File: src/shared/timer16_pkg.sv
// constants for the 16-bit timer compare, capture and interrupt block
package timer16_pkg;

    // register addresses on the internal i/o bus
    localparam logic [7:0] ADDR_FLAGS = 8'h36;
    localparam logic [7:0] ADDR_MASK = 8'h38;
    localparam logic [7:0] ADDR_CAP_LO = 8'h40;
    localparam logic [7:0] ADDR_CAP_HI = 8'h41;
    localparam logic [7:0] ADDR_CMP_A_LO = 8'h42;
    localparam logic [7:0] ADDR_CMP_A_HI = 8'h43;
    localparam logic [7:0] ADDR_CMP_B_LO = 8'h44;
    localparam logic [7:0] ADDR_CMP_B_HI = 8'h45;

    // bit positions shared by the mask and flag registers
    localparam int BIT_OVERFLOW = 0;
    localparam int BIT_MATCH_A = 1;
    localparam int BIT_MATCH_B = 2;
    localparam int BIT_CAPTURE = 5;
    localparam logic [7:0] USED_BITS = 8'h27;

    // reset values
    localparam logic [7:0] FLAGS_RESET = 8'h00;
    localparam logic [7:0] MASK_RESET = 8'h00;
    localparam logic [7:0] BYTE_RESET = 8'h00;
    localparam logic [15:0] VALUE_RESET = 16'h0000;

    // capture noise canceler needs this many equal samples
    localparam int NOISE_SAMPLES = 4;

    // waveform modes of interest
    localparam logic [3:0] MODE_NORMAL = 4'h0;
    localparam logic [3:0] MODE_CTC_CMP = 4'h4;
    localparam logic [3:0] MODE_PFC_CAP = 4'h8;
    localparam logic [3:0] MODE_PC_CAP = 4'ha;
    localparam logic [3:0] MODE_CTC_CAP = 4'hc;
    localparam logic [3:0] MODE_FAST_CAP = 4'he;

    // capture register serves as top in these modes
    function automatic logic capture_is_top(input logic [3:0] mode);
        capture_is_top = (mode == MODE_PFC_CAP) || (mode == MODE_PC_CAP) ||
                         (mode == MODE_CTC_CAP) || (mode == MODE_FAST_CAP);
    endfunction : capture_is_top

    // force strobes only act outside the pwm modes
    function automatic logic non_pwm_mode(input logic [3:0] mode);
        non_pwm_mode = (mode == MODE_NORMAL) || (mode == MODE_CTC_CMP) ||
                       (mode == MODE_CTC_CAP);
    endfunction : non_pwm_mode

endpackage : timer16_pkg

File: src/verilog/capture_input_filter.sv
// capture source sync, noise canceler and edge detector
`timescale 1ns/1ps
module capture_input_filter #(
    parameter int SAMPLES = timer16_pkg::NOISE_SAMPLES
) (
    // clock and reset
    input wire logic i_sys_clk,
    input wire logic i_resetn,
    // raw asynchronous sources
    input wire logic i_capture_pin,
    input wire logic i_comparator_out,
    // configuration
    input wire logic i_use_comparator,
    input wire logic i_noise_cancel,
    input wire logic i_rising_edge,
    // qualified event
    output logic o_capture_event
);

    typedef struct packed {
        logic [1:0] sync1;
        logic [1:0] sync2;
        logic [SAMPLES-1:0] hist;
        logic filt;
        logic event_p;
    } filt_s;

    filt_s st_ff;
    filt_s nxt_st;
    logic src;
    logic cand;

    always_comb begin
        nxt_st = st_ff;
        // first stage feeds only the second stage
        nxt_st.sync1 = {i_comparator_out, i_capture_pin};
        nxt_st.sync2 = st_ff.sync1;
        src = i_use_comparator ? st_ff.sync2[1] : st_ff.sync2[0];
        nxt_st.hist = {st_ff.hist[SAMPLES-2:0], src};
        cand = st_ff.filt;
        if (!i_noise_cancel) begin
            cand = src;
        end else if (&st_ff.hist) begin
            cand = 1'b1;
        end else if (~|st_ff.hist) begin
            cand = 1'b0;
        end
        nxt_st.filt = cand;
        nxt_st.event_p = i_rising_edge ? (cand & ~st_ff.filt)
                                       : (~cand & st_ff.filt);
    end

    always_ff @(posedge i_sys_clk) begin
        if (!i_resetn) begin
            st_ff <= '0;
        end else begin
            st_ff <= nxt_st;
        end
    end

    assign o_capture_event = st_ff.event_p;

endmodule : capture_input_filter

File: src/verilog/timer16_compare_capture_irq.sv
// compare, capture and interrupt registers of the 16-bit timer
`timescale 1ns/1ps

module timer16_compare_capture_irq (
    // clock and reset
    input wire logic i_sys_clk,
    input wire logic i_resetn,
    // internal i/o bus from the cpu core
    input wire logic [7:0] i_io_addr,
    input wire logic [7:0] i_io_wdata,
    input wire logic i_io_we,
    input wire logic i_io_re,
    output logic [7:0] o_io_rdata,
    // counter unit
    input wire logic [15:0] i_counter_value,
    input wire logic i_timer_tick,
    input wire logic i_counter_write,
    input wire logic i_counter_at_top,
    input wire logic i_counter_overflow,
    // timer control
    input wire logic [3:0] i_wave_mode_select,
    input wire logic i_force_match_a_strobe,
    input wire logic i_force_match_b_strobe,
    input wire logic i_capture_noise_cancel,
    input wire logic i_capture_rising_edge,
    input wire logic i_capture_use_comparator,
    // capture sources
    input wire logic i_capture_pin,
    input wire logic i_comparator_out,
    // cpu interrupt side
    input wire logic i_global_irq_enable,
    input wire logic i_vector_ack_capture,
    input wire logic i_vector_ack_match_b,
    input wire logic i_vector_ack_match_a,
    input wire logic i_vector_ack_overflow,
    output logic o_irq_req_capture,
    output logic o_irq_req_match_b,
    output logic o_irq_req_match_a,
    output logic o_irq_req_overflow,
    // to waveform generator and counter
    output logic o_match_a,
    output logic o_match_b,
    output logic [15:0] o_compare_a_value,
    output logic [15:0] o_compare_b_value,
    output logic [15:0] o_capture_value,
    output logic o_top_from_capture
);

    typedef struct packed {
        logic [15:0] cmp_a;
        logic [15:0] cmp_b;
        logic [15:0] cap;
        logic [7:0] temp;
        logic [7:0] flags;
        logic [7:0] mask;
        logic [7:0] rdata;
        logic block;
        logic match_a;
        logic match_b;
        logic cap_top;
    } state_s;

    state_s st_ff;
    state_s nxt_st;
    logic cap_event;
    logic cap_top;
    logic hit_a;
    logic hit_b;
    logic [7:0] set_v;
    logic [7:0] clr_v;
    logic [7:0] ack_v;
    logic wr_flags;

    capture_input_filter #(
        .SAMPLES(timer16_pkg::NOISE_SAMPLES)
    ) u_capture_filter (
        .i_sys_clk(i_sys_clk),
        .i_resetn(i_resetn),
        .i_capture_pin(i_capture_pin),
        .i_comparator_out(i_comparator_out),
        .i_use_comparator(i_capture_use_comparator),
        .i_noise_cancel(i_capture_noise_cancel),
        .i_rising_edge(i_capture_rising_edge),
        .o_capture_event(cap_event)
    );

    always_comb begin
        nxt_st = st_ff;
        cap_top = timer16_pkg::capture_is_top(i_wave_mode_select);
        nxt_st.cap_top = cap_top;

        // a counter write kills the match on the next tick only
        if (i_counter_write) begin
            nxt_st.block = 1'b1;
        end else if (i_timer_tick) begin
            nxt_st.block = 1'b0;
        end

        hit_a = i_timer_tick && !st_ff.block &&
                (i_counter_value == st_ff.cmp_a);
        hit_b = i_timer_tick && !st_ff.block &&
                (i_counter_value == st_ff.cmp_b);

        // forced strobes reach the waveform side, never the flags
        nxt_st.match_a = hit_a || (i_force_match_a_strobe &&
                         timer16_pkg::non_pwm_mode(i_wave_mode_select));
        nxt_st.match_b = hit_b || (i_force_match_b_strobe &&
                         timer16_pkg::non_pwm_mode(i_wave_mode_select));

        set_v = timer16_pkg::BYTE_RESET;
        set_v[timer16_pkg::BIT_MATCH_A] = hit_a;
        set_v[timer16_pkg::BIT_MATCH_B] = hit_b;
        set_v[timer16_pkg::BIT_OVERFLOW] = i_counter_overflow;
        if (cap_top) begin
            // pin is cut off, flag marks top instead
            set_v[timer16_pkg::BIT_CAPTURE] = i_counter_at_top;
        end else begin
            set_v[timer16_pkg::BIT_CAPTURE] = cap_event;
        end

        // capture load; a cpu write in the same cycle loses
        if (cap_event && !cap_top) begin
            nxt_st.cap = i_counter_value;
        end

        ack_v = timer16_pkg::BYTE_RESET;
        ack_v[timer16_pkg::BIT_CAPTURE] = i_vector_ack_capture;
        ack_v[timer16_pkg::BIT_MATCH_B] = i_vector_ack_match_b;
        ack_v[timer16_pkg::BIT_MATCH_A] = i_vector_ack_match_a;
        ack_v[timer16_pkg::BIT_OVERFLOW] = i_vector_ack_overflow;
        wr_flags = i_io_we && (i_io_addr == timer16_pkg::ADDR_FLAGS);
        clr_v = ack_v | (wr_flags ? i_io_wdata
                                  : timer16_pkg::BYTE_RESET);
        // a set in the clearing cycle survives
        nxt_st.flags = ((st_ff.flags & ~clr_v) | set_v) &
                       timer16_pkg::USED_BITS;

        if (i_io_we) begin
            case (i_io_addr)
                timer16_pkg::ADDR_MASK: begin
                    nxt_st.mask = i_io_wdata & timer16_pkg::USED_BITS;
                end
                timer16_pkg::ADDR_CMP_A_HI,
                timer16_pkg::ADDR_CMP_B_HI,
                timer16_pkg::ADDR_CAP_HI: begin
                    nxt_st.temp = i_io_wdata;
                end
                timer16_pkg::ADDR_CMP_A_LO: begin
                    nxt_st.cmp_a = {st_ff.temp, i_io_wdata};
                end
                timer16_pkg::ADDR_CMP_B_LO: begin
                    nxt_st.cmp_b = {st_ff.temp, i_io_wdata};
                end
                timer16_pkg::ADDR_CAP_LO: begin
                    if (!(cap_event && !cap_top)) begin
                        nxt_st.cap = {st_ff.temp, i_io_wdata};
                    end
                end
                default: begin
                    nxt_st.temp = st_ff.temp;
                end
            endcase
        end

        // reads answer one cycle after the strobe
        if (i_io_re) begin
            case (i_io_addr)
                timer16_pkg::ADDR_FLAGS: begin
                    nxt_st.rdata = st_ff.flags;
                end
                timer16_pkg::ADDR_MASK: begin
                    nxt_st.rdata = st_ff.mask;
                end
                timer16_pkg::ADDR_CAP_LO: begin
                    nxt_st.rdata = st_ff.cap[7:0];
                    nxt_st.temp = st_ff.cap[15:8];
                end
                timer16_pkg::ADDR_CAP_HI: begin
                    nxt_st.rdata = st_ff.temp;
                end
                timer16_pkg::ADDR_CMP_A_LO: begin
                    nxt_st.rdata = st_ff.cmp_a[7:0];
                end
                timer16_pkg::ADDR_CMP_A_HI: begin
                    nxt_st.rdata = st_ff.cmp_a[15:8];
                end
                timer16_pkg::ADDR_CMP_B_LO: begin
                    nxt_st.rdata = st_ff.cmp_b[7:0];
                end
                timer16_pkg::ADDR_CMP_B_HI: begin
                    nxt_st.rdata = st_ff.cmp_b[15:8];
                end
                default: begin
                    nxt_st.rdata = timer16_pkg::BYTE_RESET;
                end
            endcase
        end
    end

    always_ff @(posedge i_sys_clk) begin
        if (!i_resetn) begin
            st_ff.cmp_a <= timer16_pkg::VALUE_RESET;
            st_ff.cmp_b <= timer16_pkg::VALUE_RESET;
            st_ff.cap <= timer16_pkg::VALUE_RESET;
            st_ff.temp <= timer16_pkg::BYTE_RESET;
            st_ff.flags <= timer16_pkg::FLAGS_RESET;
            st_ff.mask <= timer16_pkg::MASK_RESET;
            st_ff.rdata <= timer16_pkg::BYTE_RESET;
            st_ff.block <= 1'b0;
            st_ff.match_a <= 1'b0;
            st_ff.match_b <= 1'b0;
            st_ff.cap_top <= 1'b0;
        end else begin
            st_ff <= nxt_st;
        end
    end

    // requests are levels; the core acks when it takes the vector
    assign o_irq_req_capture = i_global_irq_enable &&
        st_ff.flags[timer16_pkg::BIT_CAPTURE] &&
        st_ff.mask[timer16_pkg::BIT_CAPTURE];
    assign o_irq_req_match_b = i_global_irq_enable &&
        st_ff.flags[timer16_pkg::BIT_MATCH_B] &&
        st_ff.mask[timer16_pkg::BIT_MATCH_B];
    assign o_irq_req_match_a = i_global_irq_enable &&
        st_ff.flags[timer16_pkg::BIT_MATCH_A] &&
        st_ff.mask[timer16_pkg::BIT_MATCH_A];
    assign o_irq_req_overflow = i_global_irq_enable &&
        st_ff.flags[timer16_pkg::BIT_OVERFLOW] &&
        st_ff.mask[timer16_pkg::BIT_OVERFLOW];

    assign o_io_rdata = st_ff.rdata;
    assign o_match_a = st_ff.match_a;
    assign o_match_b = st_ff.match_b;
    assign o_compare_a_value = st_ff.cmp_a;
    assign o_compare_b_value = st_ff.cmp_b;
    assign o_capture_value = st_ff.cap;
    assign o_top_from_capture = st_ff.cap_top;

endmodule : timer16_compare_capture_irq
File: config.mk
export PLATFORM = sky130hd
export DESIGN_NAME = timer16_compare_capture_irq
export DESIGN_NICKNAME = d
export VERILOG_FILES = /design/src/shared/timer16_pkg.sv /design/src/verilog/capture_input_filter.sv /design/src/verilog/timer16_compare_capture_irq.sv
export SDC_FILE = /design/constraint.sdc
export NUM_CORES = 1
export LEC_CHECK = 0
export ABC_CLOCK_PERIOD_IN_PS = 2300
export BUFFER_PORTS_ARGS = -buffer_cell sky130_fd_sc_hd__buf_2
export CELL_PAD_IN_SITES_DETAIL_PLACEMENT = 1
export CELL_PAD_IN_SITES_GLOBAL_PLACEMENT = 1
export CORE_AREA = 8 8 85 163
export CTS_BUF_LIST = sky130_fd_sc_hd__clkbuf_8
export DETAILED_ROUTE_END_ITERATION = 7
export DIE_AREA = 0 0 93 171
export GPL_TIMING_DRIVEN = 0
export PLACE_DENSITY_LB_ADDON = 0.12
export SLEW_MARGIN = 20
export SYNTH_ARGS = -nofsm -noshare
export SYNTH_HDL_FRONTEND = slang
export SYNTH_SLANG_ARGS = --single-unit
File: constraint.sdc
create_clock -name i_sys_clk -period 2.3 [get_ports i_sys_clk]
set_input_delay 0.345 -clock i_sys_clk [delete_from_list [all_inputs] [get_ports i_sys_clk]]
set_output_delay 0.345 -clock i_sys_clk [all_outputs]
set_load 0.02 [all_outputs]
* Word level (Yosys, flattened, before mapping)
Cells that the tools add are included.
Operators by class: bitwise gates (word level) 8, reduce and logical (&&, ||, !) cells 32, equality and inequality tests 15, mux-type cells 17
Operator list (number):
- $pmux 8 s8 | 1
- $eq 8x7->1 const B | 6
- $mux 16 | 3
- $eq 16x16->1 | 2
- $mux 24 | 1
- $mux 8 | 3
- $eq 4x4->1 const B | 4
- $eq 8x6->1 const B | 2
- $logic_and 1x1->1 | 15
- $or 6x6->6 | 2
- $mux 1 | 8
- $logic_or 1x1->1 | 7
- $and 6x6->6 | 1
- $mux 6 | 1
- $not 6->6 | 1
- $reduce_and 2->1 | 3
- $eq 4x3->1 const B | 1
- $logic_not 4->1 | 1
- $reduce_and 4->1 | 1
- $reduce_or 4->1 | 1
- $reduce_or 3->1 | 1
- $and 1x1->1 | 2
- $logic_not 1->1 | 2
- $not 1->1 | 2
- $reduce_bool 2->1 | 1
Storage, ports and cells: register bits 86, logic and storage cells 88

* Longest topological paths before layout
Gate-level depths: netlist (run 1).
word-level depth 12, mapped depth 8, mapped depth without buffers 5

* By module
Synthesis (run 1) repeated with hierarchy kept, for this count alone.
Unflattened totals: cells, all modules 522, area total of the unflattened synthesis 4702.0 um^2
Modules (own cells, without submodules):
- timer16_compare_capture_irq | sequential area each 1521.5 um^2, instances 1, cells an instance 493, area an instance 4370.4 um^2
- capture_input_filter | sequential area each 200.2 um^2, instances 1, cells an instance 29, area an instance 331.6 um^2

* Least setup slack after synthesis (run 1)
OpenSTA, ideal clock, no wires.
path kind input -> register, from in i_io_addr[4], to reg st_ff[35] (netlist name), library setup time 0.121 ns, path slack 0.279 ns, required time 2.179 ns, arrival 1.900 ns, stages on the path 8, path through or4b_1 -> buf_2 -> nor3_4 -> buf_4 -> nand3_2 -> buf_2 -> o21ai_0 -> a21oi_1
On the way: cells in the longest elaborated chain, start to end 6
RTL lines:
- from (decl) | line timer16_compare_capture_irq.sv:9 | input wire logic [7:0] i_io_addr,
- $eq 8x7->1 | line timer16_compare_capture_irq.sv:139 | case (i_io_addr)
- $reduce_or 3->1 | line timer16_compare_capture_irq.sv:139
- $mux 8 | line timer16_compare_capture_irq.sv:139
- $mux 24 | line timer16_compare_capture_irq.sv:138 | if (i_io_we) begin
- $mux 8 | line timer16_compare_capture_irq.sv:167 | case (i_io_addr)
- $mux 8 (*) | line timer16_compare_capture_irq.sv:166 | if (i_io_re) begin
- to (signal assigned) | line timer16_compare_capture_irq.sv:214 | st_ff <= nxt_st;
- to (decl) | line timer16_compare_capture_irq.sv:63 | state_s st_ff;
Mark *: on every way between the ends. The rest lies on a longest branch, timed or not. A chain may end at the register's enable or synchronous reset.

* Worst setup path after layout (run 1)
from in i_io_addr[0], to reg st_ff (netlist bit o_io_rdata[5])
On the way: cells in the longest elaborated chain, start to end 2
RTL lines (line):
- $eq 8x7->1 / $eq 8x6->1 (equally long branches) | timer16_compare_capture_irq.sv:167
- $pmux 8 s8 (*) | timer16_compare_capture_irq.sv:167
Marks and branches as above.

==> metrics.md, run 1 <==
| Metric | Value |
|---|---|
| Non-Filler Instances | 819 |
| Clk Latency, worst-skew pair | approximately 370 ps |
| Power density of the placed cells | 535 nW/um^2 |
| Max Cap Violations | 0 |
| Mean cell area of the mapped netlist | about 8.7 sq um |
| DR DRC count | 0 |
| Setup violations, final | 0 |
| Horiz. Die Dim | just over 90 microns |
| Clock share of power | between 30% and 40% |
| Sinks on the clock net | 86 |
| WL/cell | 21.8 microns |
| Internal power summed over all cells | roughly 2.2 mW |
| Wire length of the first global-routing pass | between 20000 and 30000 microns |
| Final total negative setup slack | 0 ps |
| Area of the core | ~12000 sq um |
| Worst slack on hold paths | 168 ps |
| Final worst-path setup slack | approximately 140 ps |
| Number of buffers added by the clock tree synthesis step | 9 |
| Post-synthesis to final-layout area growth | 20.6% |
| Buffer levels on the longest clock path | 2 |
| P_sw | 0.870 mW |
| Number of antenna violations at the first check in global routing | 0 |
| Post-layout nets | approximately 730 |
| CTS tree | built |
| Worst vdd ir | ~0.44 mV |
| Ordered list of cells on the worst path | buf_2, buf_1, nor4_1, a21oi_1, nor2_1, a22o_1 |
| Synthesized cell area | ~4700 sq um |
| Startpoint type of the worst setup path | primary input |
| Number of diodes added for antenna fixing | 0 |
| Max Clock Freq | 0.463 GHz |
| Gate count of the mapped netlist | roughly 540 |
| Cell variety after synth | 54 |
| Yosys Warn Count | 0 |
| Overall track demand over capacity in global routing | ~22% |
| Final total power | just over 3 mW |
| Number of top-level pins | between 100 and 150 |
| Pin count of the biggest net entering global routing | 18 |
| Standby leakage power | about 2.7 nW |
| Total length of routed wires | 17800 microns |
| Logic pwr share | between 10 and 15% |
| Worst path max stage delay | around 890 ps |
| Share of total power consumed by net switching | ~29% |
| Worst Path Max Fanout | 10 |
| Endpoint type of the worst setup path | register |
| First DRT Iteration DRCs | 206 |
| EDFF count, synth | 0 |
| Unrepaired setup endpoints after global routing | no |
| Die boundary height | approximately 170 microns |
| Max-Slew Margin vs Limit | roughly two fifths |
| Global placement routability congestion | 0.937 |
| Post-synthesis register bit count | 86 |
| ANT nets after route | 0 |
| Category of the critical setup timing path | primary input to register |
| Post-synthesis async set-or-reset flop share | 0% |
| Vias per cell | ~5.4 |
| Endpoint arrival time on the critical path | between 2000 and 2500 ps |
| CTS HTree Levels | 3 |
| Net count after synthesis | between 500 and 600 |
| Slowest library cell on the worst path | sky130_fd_sc_hd__nor4_1 |
| PortBufs | roughly 120 |
| Detailed-placement wirelength estimate | approximately 15000 microns |
| Detailed-router iteration count before antenna repair | 4 |
| FP Rows | 56 |
| Fraction of layout instances using a drive strength above 1 | around 31% |
| Reg power frac | 50.3% |
| Hold/Removal Path Class | primary input to register |
| Setup skew after layout | around 12 ps |
| Top_reg_cell synth | sky130_fd_sc_hd__dfxtp_1 |
| Max Transition Viols Final | 0 |
| Crit path required time | about 2600 ps |
| Placement-stage worst setup slack | -311 ps |
| Starting density of the core | around two fifths |
| Fin. Hold Viols | 0 |
| Result of the run | finished clean |
| Worst-Margin Slew | about 920 ps |
| Die Footprint | 15900 sq um |
| Final global-route overflow total | 0 |
| Share of the cycle needed by the critical path after routing | 93.8% |
| Register area share after synthesis | a little over a third |
| Number of buffers inserted to repair setup after CTS | 0 |
| Placed cell count | around 800 |
| Post-CTS clock slew at the launch and capture registers of the worst setup and hold paths | ~100 ps |
| Detailed-route via count | about 4500 |
| Clock tree root buffer cell | sky130_fd_sc_hd__clkbuf_8 |
| Final critical path time including I/O delays and setup | around 2200 ps |
| Via count of the first global-routing pass | a little under 5000 |
## critical path: cells and delay by family
| kind | cells | cell delay, ps |
|---|---|---|
| simple gates | 2 | 1250 |
| compound gates | 2 | 440 |
| buf+inv | 2 | 430 |
## worst paths after layout
| check | depth (start not counted) | end | startpoint | slack [ps] |
|---|---|---|---|---|
| worst max-delay path | 6 | o_io_rdata[5] | i_io_addr[0] | 140 |
| worst min register to register | 1 | u_capture_filter.st_ff[6] | u_capture_filter.nxt_st[6] | 450 |
| worst min-delay path | 3 | o_match_b | i_force_match_b_strobe | 170 |
| worst max register to register | 5 | o_match_b | o_compare_b_value[5] | 420 |
## cell families after synthesis
family          count (synthesis)  synth area share (%)
simple gates                  184                  20.3
compound gates                114                  16.5
buf+inv                        88                  12.0
flops                          86                  36.4
mux                            39                  8.86
xor+xnor                       32                  5.93
## what timing repair did
item,4_1_cts,5_1_grt
resized for setup,0,2
setup endpoints to repair,0,7
hold buffers,0,0
## Yosys cell counts (all sizes together) (4+ instances only)
cell / number / area, sq um
a21boi: 16 / 120
a21oi: 11 / 55.1
a22o: 10 / 87.6
a31oi: 18 / 113
a32oi: 6 / 52.6
and2: 13 / 81.3
and3: 5 / 31.3
buf: 66 / 484
clkbuf: 19 / 72.6
dfxtp: 86 / 1720
mux2i: 34 / 340
nand2: 84 / 315
nand2b: 5 / 31.3
nand3: 8 / 55.1
nand4: 8 / 50.1
nor2: 10 / 53.8
nor2b: 27 / 169
nor3: 7 / 46.3
nor4: 6 / 37.5
o21a: 4 / 30.0
o21ai: 31 / 155
xnor2: 17 / 149
xor2: 15 / 131
## layout by cell type (no fill, tap or decap), types with 6 or more instances in the layout
cell	instances
sky130_fd_sc_hd__xnor2_1	17
sky130_fd_sc_hd__o21ai_0	29
sky130_fd_sc_hd__clkbuf_1	17
sky130_fd_sc_hd__a22o_1	10
sky130_fd_sc_hd__a21oi_1	11
sky130_fd_sc_hd__buf_4	60
sky130_fd_sc_hd__nor3_1	6
sky130_fd_sc_hd__nand4_1	8
sky130_fd_sc_hd__a21boi_0	15
sky130_fd_sc_hd__xor2_1	15
sky130_fd_sc_hd__nor4_1	6
sky130_fd_sc_hd__buf_2	118
sky130_fd_sc_hd__nand2_1	84
sky130_fd_sc_hd__dfxtp_1	86
sky130_fd_sc_hd__nor2_1	9
sky130_fd_sc_hd__a32oi_1	6
sky130_fd_sc_hd__clkbuf_8	9
sky130_fd_sc_hd__mux2i_1	34
sky130_fd_sc_hd__nor2b_1	27
sky130_fd_sc_hd__and2_1	13
sky130_fd_sc_hd__a31oi_1	18
## power groups by stage
stage               sequential, mW  combinational (mW)  clock, mW
finish                        1.53               0.349       1.17
global route                  1.54               0.372       1.23
CTS                           1.53               0.350       1.18
detailed placement            1.57               0.348          0
global placement              1.57               0.340          0
floorplan                     1.56               0.189          0
## per-stage QoR
stage | utilization [%] | area, sq um
finish | 49.0 | 5700
global route | 49.0 | 5700
CTS | 49.0 | 5700
detailed placement | 47.2 | 5490
global placement | 47.2 | 5490
floorplan | - | 4730
## metal layers
| layer | share of wire (%) | vias to the layer above | routed length [microns] | GRT usage (%) |
|---|---|---|---|---|
| met5 | 0 | - | 0 | 0 |
| met4 | 3.9 | 0 | 704 | 11.1 |
| met3 | 4.0 | 41 | 717 | 3.47 |
| met2 | 56 | 128 | 9980 | 43.2 |
| met1 | 36 | 2192 | 6430 | 21.9 |
| li1 | - | 2096 | - | - |
## cell type report
cell class	instances	area, sq um
Tap cell	145	181
Fill cell	1477	5930
Buffer	85	558
Multi-Input combinational cell	369	2440
Sequential cell	86	1720
Clock buffer	9	124
Inverter	3	11.3
Clock inverter	7	90.1
Timing Repair Buffer	115	576
## flip-flops by register name, indices dropped and copies added (netlist names)
signal,cells
st_ff,17
o_capture_value,16
o_compare_a_value,16
o_compare_b_value,16
o_io_rdata,8
u_capture_filter.nxt_st,5
u_capture_filter.st_ff,4
o_match_a,1
o_match_b,1
o_top_from_capture,1
u_capture_filter.o_capture_event,1
Note: power is estimated with default switching activity, not from simulation.
==> inputs of run 2 (changes only) <==
Settings changed: CELL_PAD_IN_SITES_DETAIL_PLACEMENT 1 to 0, CORE_AREA 8 8 85 163 to 2 2 79 157, DIE_AREA 0 0 93 171 to 0 0 81 159.
==> run 2 against run 1 <==
Non-clock buffer count stayed put; count of clock-buffer cells in the layout stayed put; design area is 0.24% higher; register-to-register slack worse by 110 ps; via count is 2.6% lower; largest power group unchanged.
==> metrics.md, run 2 (synthesis results as in run 1) <==
| Metric | Value |
|---|---|
| Result of the run | finished clean (unchanged) |
| Die boundary height | 159 microns (was 171 microns) |
| Register-to-register setup slack | 310 ps (was 420 ps) |
| Post-CTS resize count | 0 (unchanged) |
| Share of total power consumed by net switching | 27.2% (was 28.5%) |
| Number of buffers inserted to repair setup after CTS | 0 (unchanged) |
| PortBufs | 115 (unchanged) |
| Worst reg-to-reg path cell count | 5 (unchanged) |
| Commonest cells after routing, fill and taps aside | sky130_fd_sc_hd__buf_2 (118), sky130_fd_sc_hd__dfxtp_1 (86), sky130_fd_sc_hd__nand2_1 (84) (unchanged) |
| Post-CTS clock slew at the launch and capture registers of the worst setup and hold paths | 100 ps (about the same) |
| Hold Path Origin | i_force_match_a_strobe (was i_force_match_b_strobe) |
| Clock share of power | 40.2% (was 38.3%) |
| Most common cell after layout, fill and taps aside | sky130_fd_sc_hd__buf_2 (unchanged) |
| Final total power | 3.14 mW (was 3.05 mW) |
| Setup skew after layout | 11.9 ps (was 12.3 ps) |
| Horiz. Die Dim | 81 microns (was 93 microns) |
| Detailed-router iteration count before antenna repair | 5 (was 4) |
| Fin. Hold Viols | 0 (unchanged) |
| Sinks on the clock net | 86 (unchanged) |
| Final global-route overflow total | 0 (unchanged) |
| Category of the critical setup timing path | primary input to register (unchanged) |
| Clk Latency, worst-skew pair | 380 ps (was 370 ps) |
| WL/cell | 19.9 microns (was 21.8 microns) |
| Area occupied by multi-input gates | 2440 sq um (unchanged) |
| Crit path required time | 2530 ps (was 2610 ps) |
| Buffer levels on the longest clock path | 2 (unchanged) |
| DR DRC count | 0 (unchanged) |
| Max Transition Viols Final | 0 (unchanged) |
| Sequential cell area | 1720 sq um (unchanged) |
| Worst-Margin Slew | 930 ps (was 919 ps) |
| Final critical path time including I/O delays and setup | 2190 ps (was 2160 ps) |
| Clock tree root buffer cell | sky130_fd_sc_hd__clkbuf_8 (unchanged) |
| Global placement routability congestion | 0.925 (was 0.937) |
| Hold Crit Endpoint | o_match_a (was o_match_b) |
| Endpoint arrival time on the critical path | 2410 ps (was 2470 ps) |
| CTS HTree Levels | 3 (unchanged) |
| Top reg by flops | st_ff (unchanged) |
| Fraction of layout instances using a drive strength above 1 | 30.9% (was 31.0%) |
| Number of antenna violations at the first check in global routing | 1 (was 0) |
| CTS tree | built (unchanged) |
| Number of buffers added by the clock tree synthesis step | 9 (unchanged) |
| Startpoint of the worst register-to-register path | o_compare_b_value[5] (unchanged) |
| FP Rows | 56 (unchanged) |
| Endpoint type of the worst setup path | register (unchanged) |
| Logic pwr share | 11.0% (was 11.4%) |
| Reg power frac | 48.9% (was 50.3%) |
| Post-synthesis to final-layout area growth | 20.8% (was 20.6%) |
| Number of hold buffers added after cts | 0 (unchanged) |
| Max-Slew Margin vs Limit | 37.4% (was 38.2%) |
| Vias per cell | 5.30 (was 5.44) |
| Total length of routed wires | 16400 microns (was 17800 microns) |
| Starting density of the core | 40.7% (unchanged) |
| Internal power summed over all cells | 2.28 mW (was 2.18 mW) |
| Worst vdd ir | 0.480 mV (was 0.436 mV) |
| Via count of the first global-routing pass | 4321 (was 4839) |
| Power density of the placed cells | 549 nW/um^2 (was 535 nW/um^2) |
| Overall track demand over capacity in global routing | 25.9% (was 22.3%) |
| Setup violations, final | 0 (unchanged) |
| Hold/Removal Path Class | primary input to register (unchanged) |
| Standby leakage power | 2.68 nW (was 2.66 nW) |
| Number of flip-flops under the largest register name | 17 (unchanged) |
| Number of fill cells in the layout | 1259 (was 1477) |
| Final core utilization | 49.1% (was 49.0%) |
| Worst Path Max Fanout | 10 (unchanged) |
| Share of the cycle needed by the critical path after routing | 95.1% (was 93.8%) |
| Max Cap Violations | 0 (unchanged) |
| ANT nets after route | 0 (unchanged) |
| Die Footprint | 12900 sq um (was 15900 sq um) |
| Post-layout nets | 725 (unchanged) |
| Detailed-placement wirelength estimate | 13100 microns (was 14600 microns) |
| Max Clock Freq | 0.457 GHz (was 0.463 GHz) |
| Area of the core | 11600 sq um (unchanged) |
| Unrepaired setup endpoints after global routing | no (unchanged) |
| Instance count along the most critical hold path | 3 (unchanged) |
| First DRT Iteration DRCs | 222 (was 206) |
| Number of top-level pins | 119 (unchanged) |
| Pin count of the biggest net entering global routing | 17 (was 18) |
| Detailed-route via count | 4342 (was 4457) |
| Startpoint type of the worst setup path | primary input (unchanged) |
| Wire length of the first global-routing pass | 24500 microns (was 27000 microns) |
| Capture instance of the worst register-to-register path | o_match_b (unchanged) |
| P_sw | 0.854 mW (was 0.870 mW) |
==> run 2: changes by cell type in the layout (fill, tap and decap cells not counted), sizes merged <==
| cell | previous run | this run |
|---|---|---|
| clkinvlp | 2 | 0 |
| diode | 0 | 1 |
| bufinv | 1 | 2 |
| inv | 5 | 6 |
==> run 2: cell type report <==
| class | instances | area share, % |
|---|---|---|
| Clock buffer | 9 | 2.17 |
| Multi-Input combinational cell | 369 | 42.7 |
| Tap cell | 145 | 3.17 |
| Clock inverter | 7 | 1.80 |
| Buffer | 85 | 9.74 |
| Timing Repair Buffer | 115 | 10.1 |
| Antenna cell | 1 | 0.0438 |
| Inverter | 3 | 0.197 |
| Sequential cell | 86 | 30.1 |
==> run 2: power by group through the flow <==
| stage | sequential, mW | combinational [mW] | clock (mW) |
|---|---|---|---|
| 2_1_floorplan | 1.56 | 0.189 | 0 |
| 3_3_place_gp | 1.57 | 0.339 | 0 |
| 3_5_place_dp | 1.57 | 0.342 | 0 |
| 4_1_cts | 1.53 | 0.343 | 1.28 |
| 5_1_grt | 1.54 | 0.368 | 1.33 |
| 6_report | 1.53 | 0.343 | 1.26 |
==> run 2: worst max-delay path by stage <==
| stage | from | to | slack (ps) |
|---|---|---|---|
| floorplan | i_io_addr[4] | st_ff[35] | 280 |
| global placement | i_io_addr[4] | o_capture_value[14] | -210 |
| detailed placement | i_io_addr[4] | o_capture_value[13] | -270 |
| CTS | i_io_addr[4] | o_capture_value[13] | 120 |
| global route | i_io_addr[4] | o_capture_value[8] | 30 |
| finish | i_io_addr[4] | o_capture_value[13] | 110 |
==> run 2: worst max-delay path, stage by stage <==
cell	delay, ps
sky130_fd_sc_hd__buf_2	100
sky130_fd_sc_hd__or4b_1	520
sky130_fd_sc_hd__buf_2	230
sky130_fd_sc_hd__nor3_4	240
sky130_fd_sc_hd__nand3_1	350
sky130_fd_sc_hd__clkbuf_1	370
sky130_fd_sc_hd__nand2_1	150
sky130_fd_sc_hd__a31oi_1	100
==> run 2: per-stage QoR <==
| stage | area (sq um) | hold WS [ps] | TNS [ps] | std cells | setup WS (ps) |
|---|---|---|---|---|---|
| floorplan | 4730 | 412 | 0 | 543 | 279 |
| global placement | 5490 | 420 | -5400 | 803 | -207 |
| detailed placement | 5490 | 427 | -7060 | 803 | -268 |
| CTS | 5710 | 141 | 0 | 819 | 122 |
| global route | 5720 | 150 | 0 | 820 | 31.0 |
| finish | 5720 | 146 | 0 | 820 | 112 |
==> run 2: routing by layer <==
metal / global-route usage [%] / up-vias / share of wire, %
li1: - / 2095 / -
met1: 28.4 / 2053 / 37
met5: 0 / - / 0
met3: 3.46 / 40 / 4.2
met2: 47.0 / 154 / 54
met4: 12.2 / 0 / 4.7
==> inputs of run 3 (changes only) <==
Settings changed: BUFFER_PORTS_ARGS -buffer_cell sky130_fd_sc_hd__buf_2 to unset, CORE_AREA 2 2 79 157 to 2 2 73 144, DIE_AREA 0 0 81 159 to 0 0 75 146, DONT_BUFFER_PORTS set to 1.
==> run 3 against run 2 <==
Non-clock buffer count decreased by 115; register-to-register slack improved by 170 ps; via count decreased by 9.0%.
==> metrics.md, run 3 (synthesis results as in run 1) <==
| Metric | Value |
|---|---|
| Sinks on the clock net | 86 (unchanged) |
| Post-CTS clock slew at the launch and capture registers of the worst setup and hold paths | 100 ps (about the same) |
| Most common cell after layout, fill and taps aside | sky130_fd_sc_hd__dfxtp_1 (was sky130_fd_sc_hd__buf_2) |
| Endpoint arrival time on the critical path | 2260 ps (was 2410 ps) |
| CTS HTree Levels | 3 (unchanged) |
| Final global-route overflow total | 0 (unchanged) |
| Max Cap Violations | 0 (unchanged) |
| CTS tree | built (unchanged) |
| ANT nets after route | 0 (unchanged) |
| Setup skew after layout | 10.6 ps (was 11.9 ps) |
| Share of the cycle needed by the critical path after routing | 87.9% (was 95.1%) |
| First DRT Iteration DRCs | 297 (was 222) |
| Max Transition Viols Final | 0 (unchanged) |
| Max Clock Freq | 0.494 GHz (was 0.457 GHz) |
| Unrepaired setup endpoints after global routing | no (unchanged) |
| Horiz. Die Dim | 75 microns (was 81 microns) |
| Top reg by flops | st_ff (unchanged) |
| FP Rows | 51 (was 56) |
| Finished layout cell area | 5110 sq um (was 5720 sq um) |
| Detailed-router iteration count before antenna repair | 4 (was 5) |
| Worst slack on hold paths | 16.3 ps (was 146 ps) |
| Number of top-level pins | 119 (unchanged) |
| Worst path max stage delay | 500 ps (was 520 ps) |
| Total length of routed wires | 15000 microns (was 16400 microns) |
| Area of the core | 9760 sq um (was 11600 sq um) |
| Via count of the first global-routing pass | 3911 (was 4321) |
| Pin count of the biggest net entering global routing | 18 (was 17) |
| Detailed-route via count | 3952 (was 4342) |
| Top Family by Delay on Critical Path | simple AND/OR/NAND/NOR gates (unchanged) |
| Setup violations, final | 0 (unchanged) |
| P_sw | 0.796 mW (was 0.854 mW) |
| Worst Path Max Fanout | 10 (unchanged) |
| Final total negative setup slack | 0 ps (unchanged) |
| Crit path required time | 2540 ps (was 2530 ps) |
| Number of hold buffers added after cts | 0 (unchanged) |
| Number of flip-flops under the largest register name | 17 (unchanged) |
| PortBufs | 0 (was 115) |
| Number of buffers added by the clock tree synthesis step | 9 (unchanged) |
| Number of diodes added for antenna fixing | 0 (was 1) |
| Logic pwr share | 8.3% (was 11.0%) |
| WL/cell | 21.7 microns (was 19.9 microns) |
| Internal power summed over all cells | 2.14 mW (was 2.28 mW) |
| Post-layout nets | 610 (was 725) |
| Total placed instance area | 4890 sq um (was 5490 sq um) |
| Share of total power consumed by net switching | 27.1% (was 27.2%) |
| Standby leakage power | 2.11 nW (was 2.68 nW) |
| Power density of the placed cells | 574 nW/um^2 (was 549 nW/um^2) |
| Worst vdd ir | 0.452 mV (was 0.480 mV) |
| Fin. Hold Viols | 0 (unchanged) |
| Global placement routability congestion | 0.874 (was 0.925) |
| Vias per cell | 5.72 (was 5.30) |
| Commonest cells after routing, fill and taps aside | sky130_fd_sc_hd__dfxtp_1 (86), sky130_fd_sc_hd__nand2_1 (84), sky130_fd_sc_hd__buf_4 (60) (was sky130_fd_sc_hd__buf_2 (118), sky130_fd_sc_hd__dfxtp_1 (86), sky130_fd_sc_hd__nand2_1 (84)) |
| Clock tree root buffer cell | sky130_fd_sc_hd__clkbuf_8 (unchanged) |
| DR DRC count | 0 (unchanged) |
| Result of the run | finished clean (unchanged) |
| Endpoint type of the worst setup path | register (unchanged) |
| Fraction of layout instances using a drive strength above 1 | 16.6% (was 30.9%) |
| Hold/Removal Path Class | primary input to register (unchanged) |
| Overall track demand over capacity in global routing | 27.9% (was 25.9%) |
| Final critical path time including I/O delays and setup | 2020 ps (was 2190 ps) |
| Worst-Margin Slew | 748 ps (was 930 ps) |
| Max-Slew Margin vs Limit | 49.6% (was 37.4%) |
| Buffer levels on the longest clock path | 2 (unchanged) |
| Number of buffers inserted to repair setup after CTS | 0 (unchanged) |
| Clk Latency, worst-skew pair | 390 ps (was 380 ps) |
| Buffering stage count on the worst path with inverters included | 2 (was 3) |
| Category of the critical setup timing path | primary input to register (unchanged) |
| Starting density of the core | 48.4% (was 40.7%) |
| Post-CTS resize count | 0 (unchanged) |
| Startpoint type of the worst setup path | primary input (unchanged) |
| Wire length of the first global-routing pass | 22200 microns (was 24500 microns) |
| Detailed-placement wirelength estimate | 11700 microns (was 13100 microns) |
| Die Footprint | 11000 sq um (was 12900 sq um) |
| Slowest library cell on the worst path | sky130_fd_sc_hd__or4b_1 (unchanged) |
| Ordered list of cells on the worst path | or4b_1, buf_2, nor3_4, nand3_1, clkbuf_1, nand2_1, a31oi_1 (was buf_2, or4b_1, buf_2, nor3_4, nand3_1, clkbuf_1, nand2_1, a31oi_1) |
| Clock share of power | 39.3% (was 40.2%) |
| Die boundary height | 146 microns (was 159 microns) |
| Post-synthesis to final-layout area growth | 8.02% (was 20.8%) |
| Number of antenna violations at the first check in global routing | 0 (was 1) |
| Reg power frac | 52.3% (was 48.9%) |
-- run 3: changes by cell type in the layout (fill, tap and decap cells not counted), sizes merged --
cell,delta
bufinv,-1
inv,-1
clkinvlp,+2
buf,-115
diode,-1
-- run 3: path summary, 6_finish.rpt --
check                                           startpoint                   endpoint  slack, ps  depth (start not counted)
worst min register to register  u_capture_filter.nxt_st[7]  u_capture_filter.st_ff[7]        460                          1
worst max register to register        o_compare_b_value[5]                  o_match_b        480                          5
worst max-delay path                          i_io_addr[4]         o_capture_value[9]        280                          7
worst min-delay path                 i_wave_mode_select[0]         o_top_from_capture         20                          1
-- run 3: power by group through the flow --
stage | registers [mW] | logic [mW] | clock network, mW
global route | 1.54 | 0.263 | 1.23
CTS | 1.54 | 0.244 | 1.17
global placement | 1.57 | 0.239 | 0
detailed placement | 1.57 | 0.242 | 0
floorplan | 1.56 | 0.189 | 0
finish | 1.54 | 0.245 | 1.15
-- run 3: area by class of cell --
type	instances	area [sq um]
plain buffers	85	557
clock buffers	9	124
clock inverters	7	90.1
fillers	990	4650
inverters	3	11.3
multi-input cells	369	2440
flip-flops and latches	86	1720
well taps	132	165
-- run 3: worst reg2reg max path, delay by kind of cell, from the launching register on --
kind	cells	cell delay [ps]
and+or+nand+nor	4	1120
DFF	1	370
xor gates and xnor gates	1	290
-- run 3: through the flow --
step | util (%) | power [mW] | setup slack, ps | std cells
final | 52.3 | 2.93 | 278 | 691
after global routing | 52.3 | 3.03 | 138 | 691
after CTS | 52.3 | 2.95 | 278 | 691
after detailed placement | 50.1 | 1.81 | -106 | 675
after global placement | 50.1 | 1.81 | -85.9 | 675
after floorplan | - | 1.75 | 279 | 543
-- run 3: routing by layer --
metal	vias up	part of all wire [%]	global-route usage, %
li1	1872	-	-
met1	1875	36	31.1
met2	165	53	48.2
met3	40	5.5	4.29
met4	0	4.9	15.4
met5	-	0	0
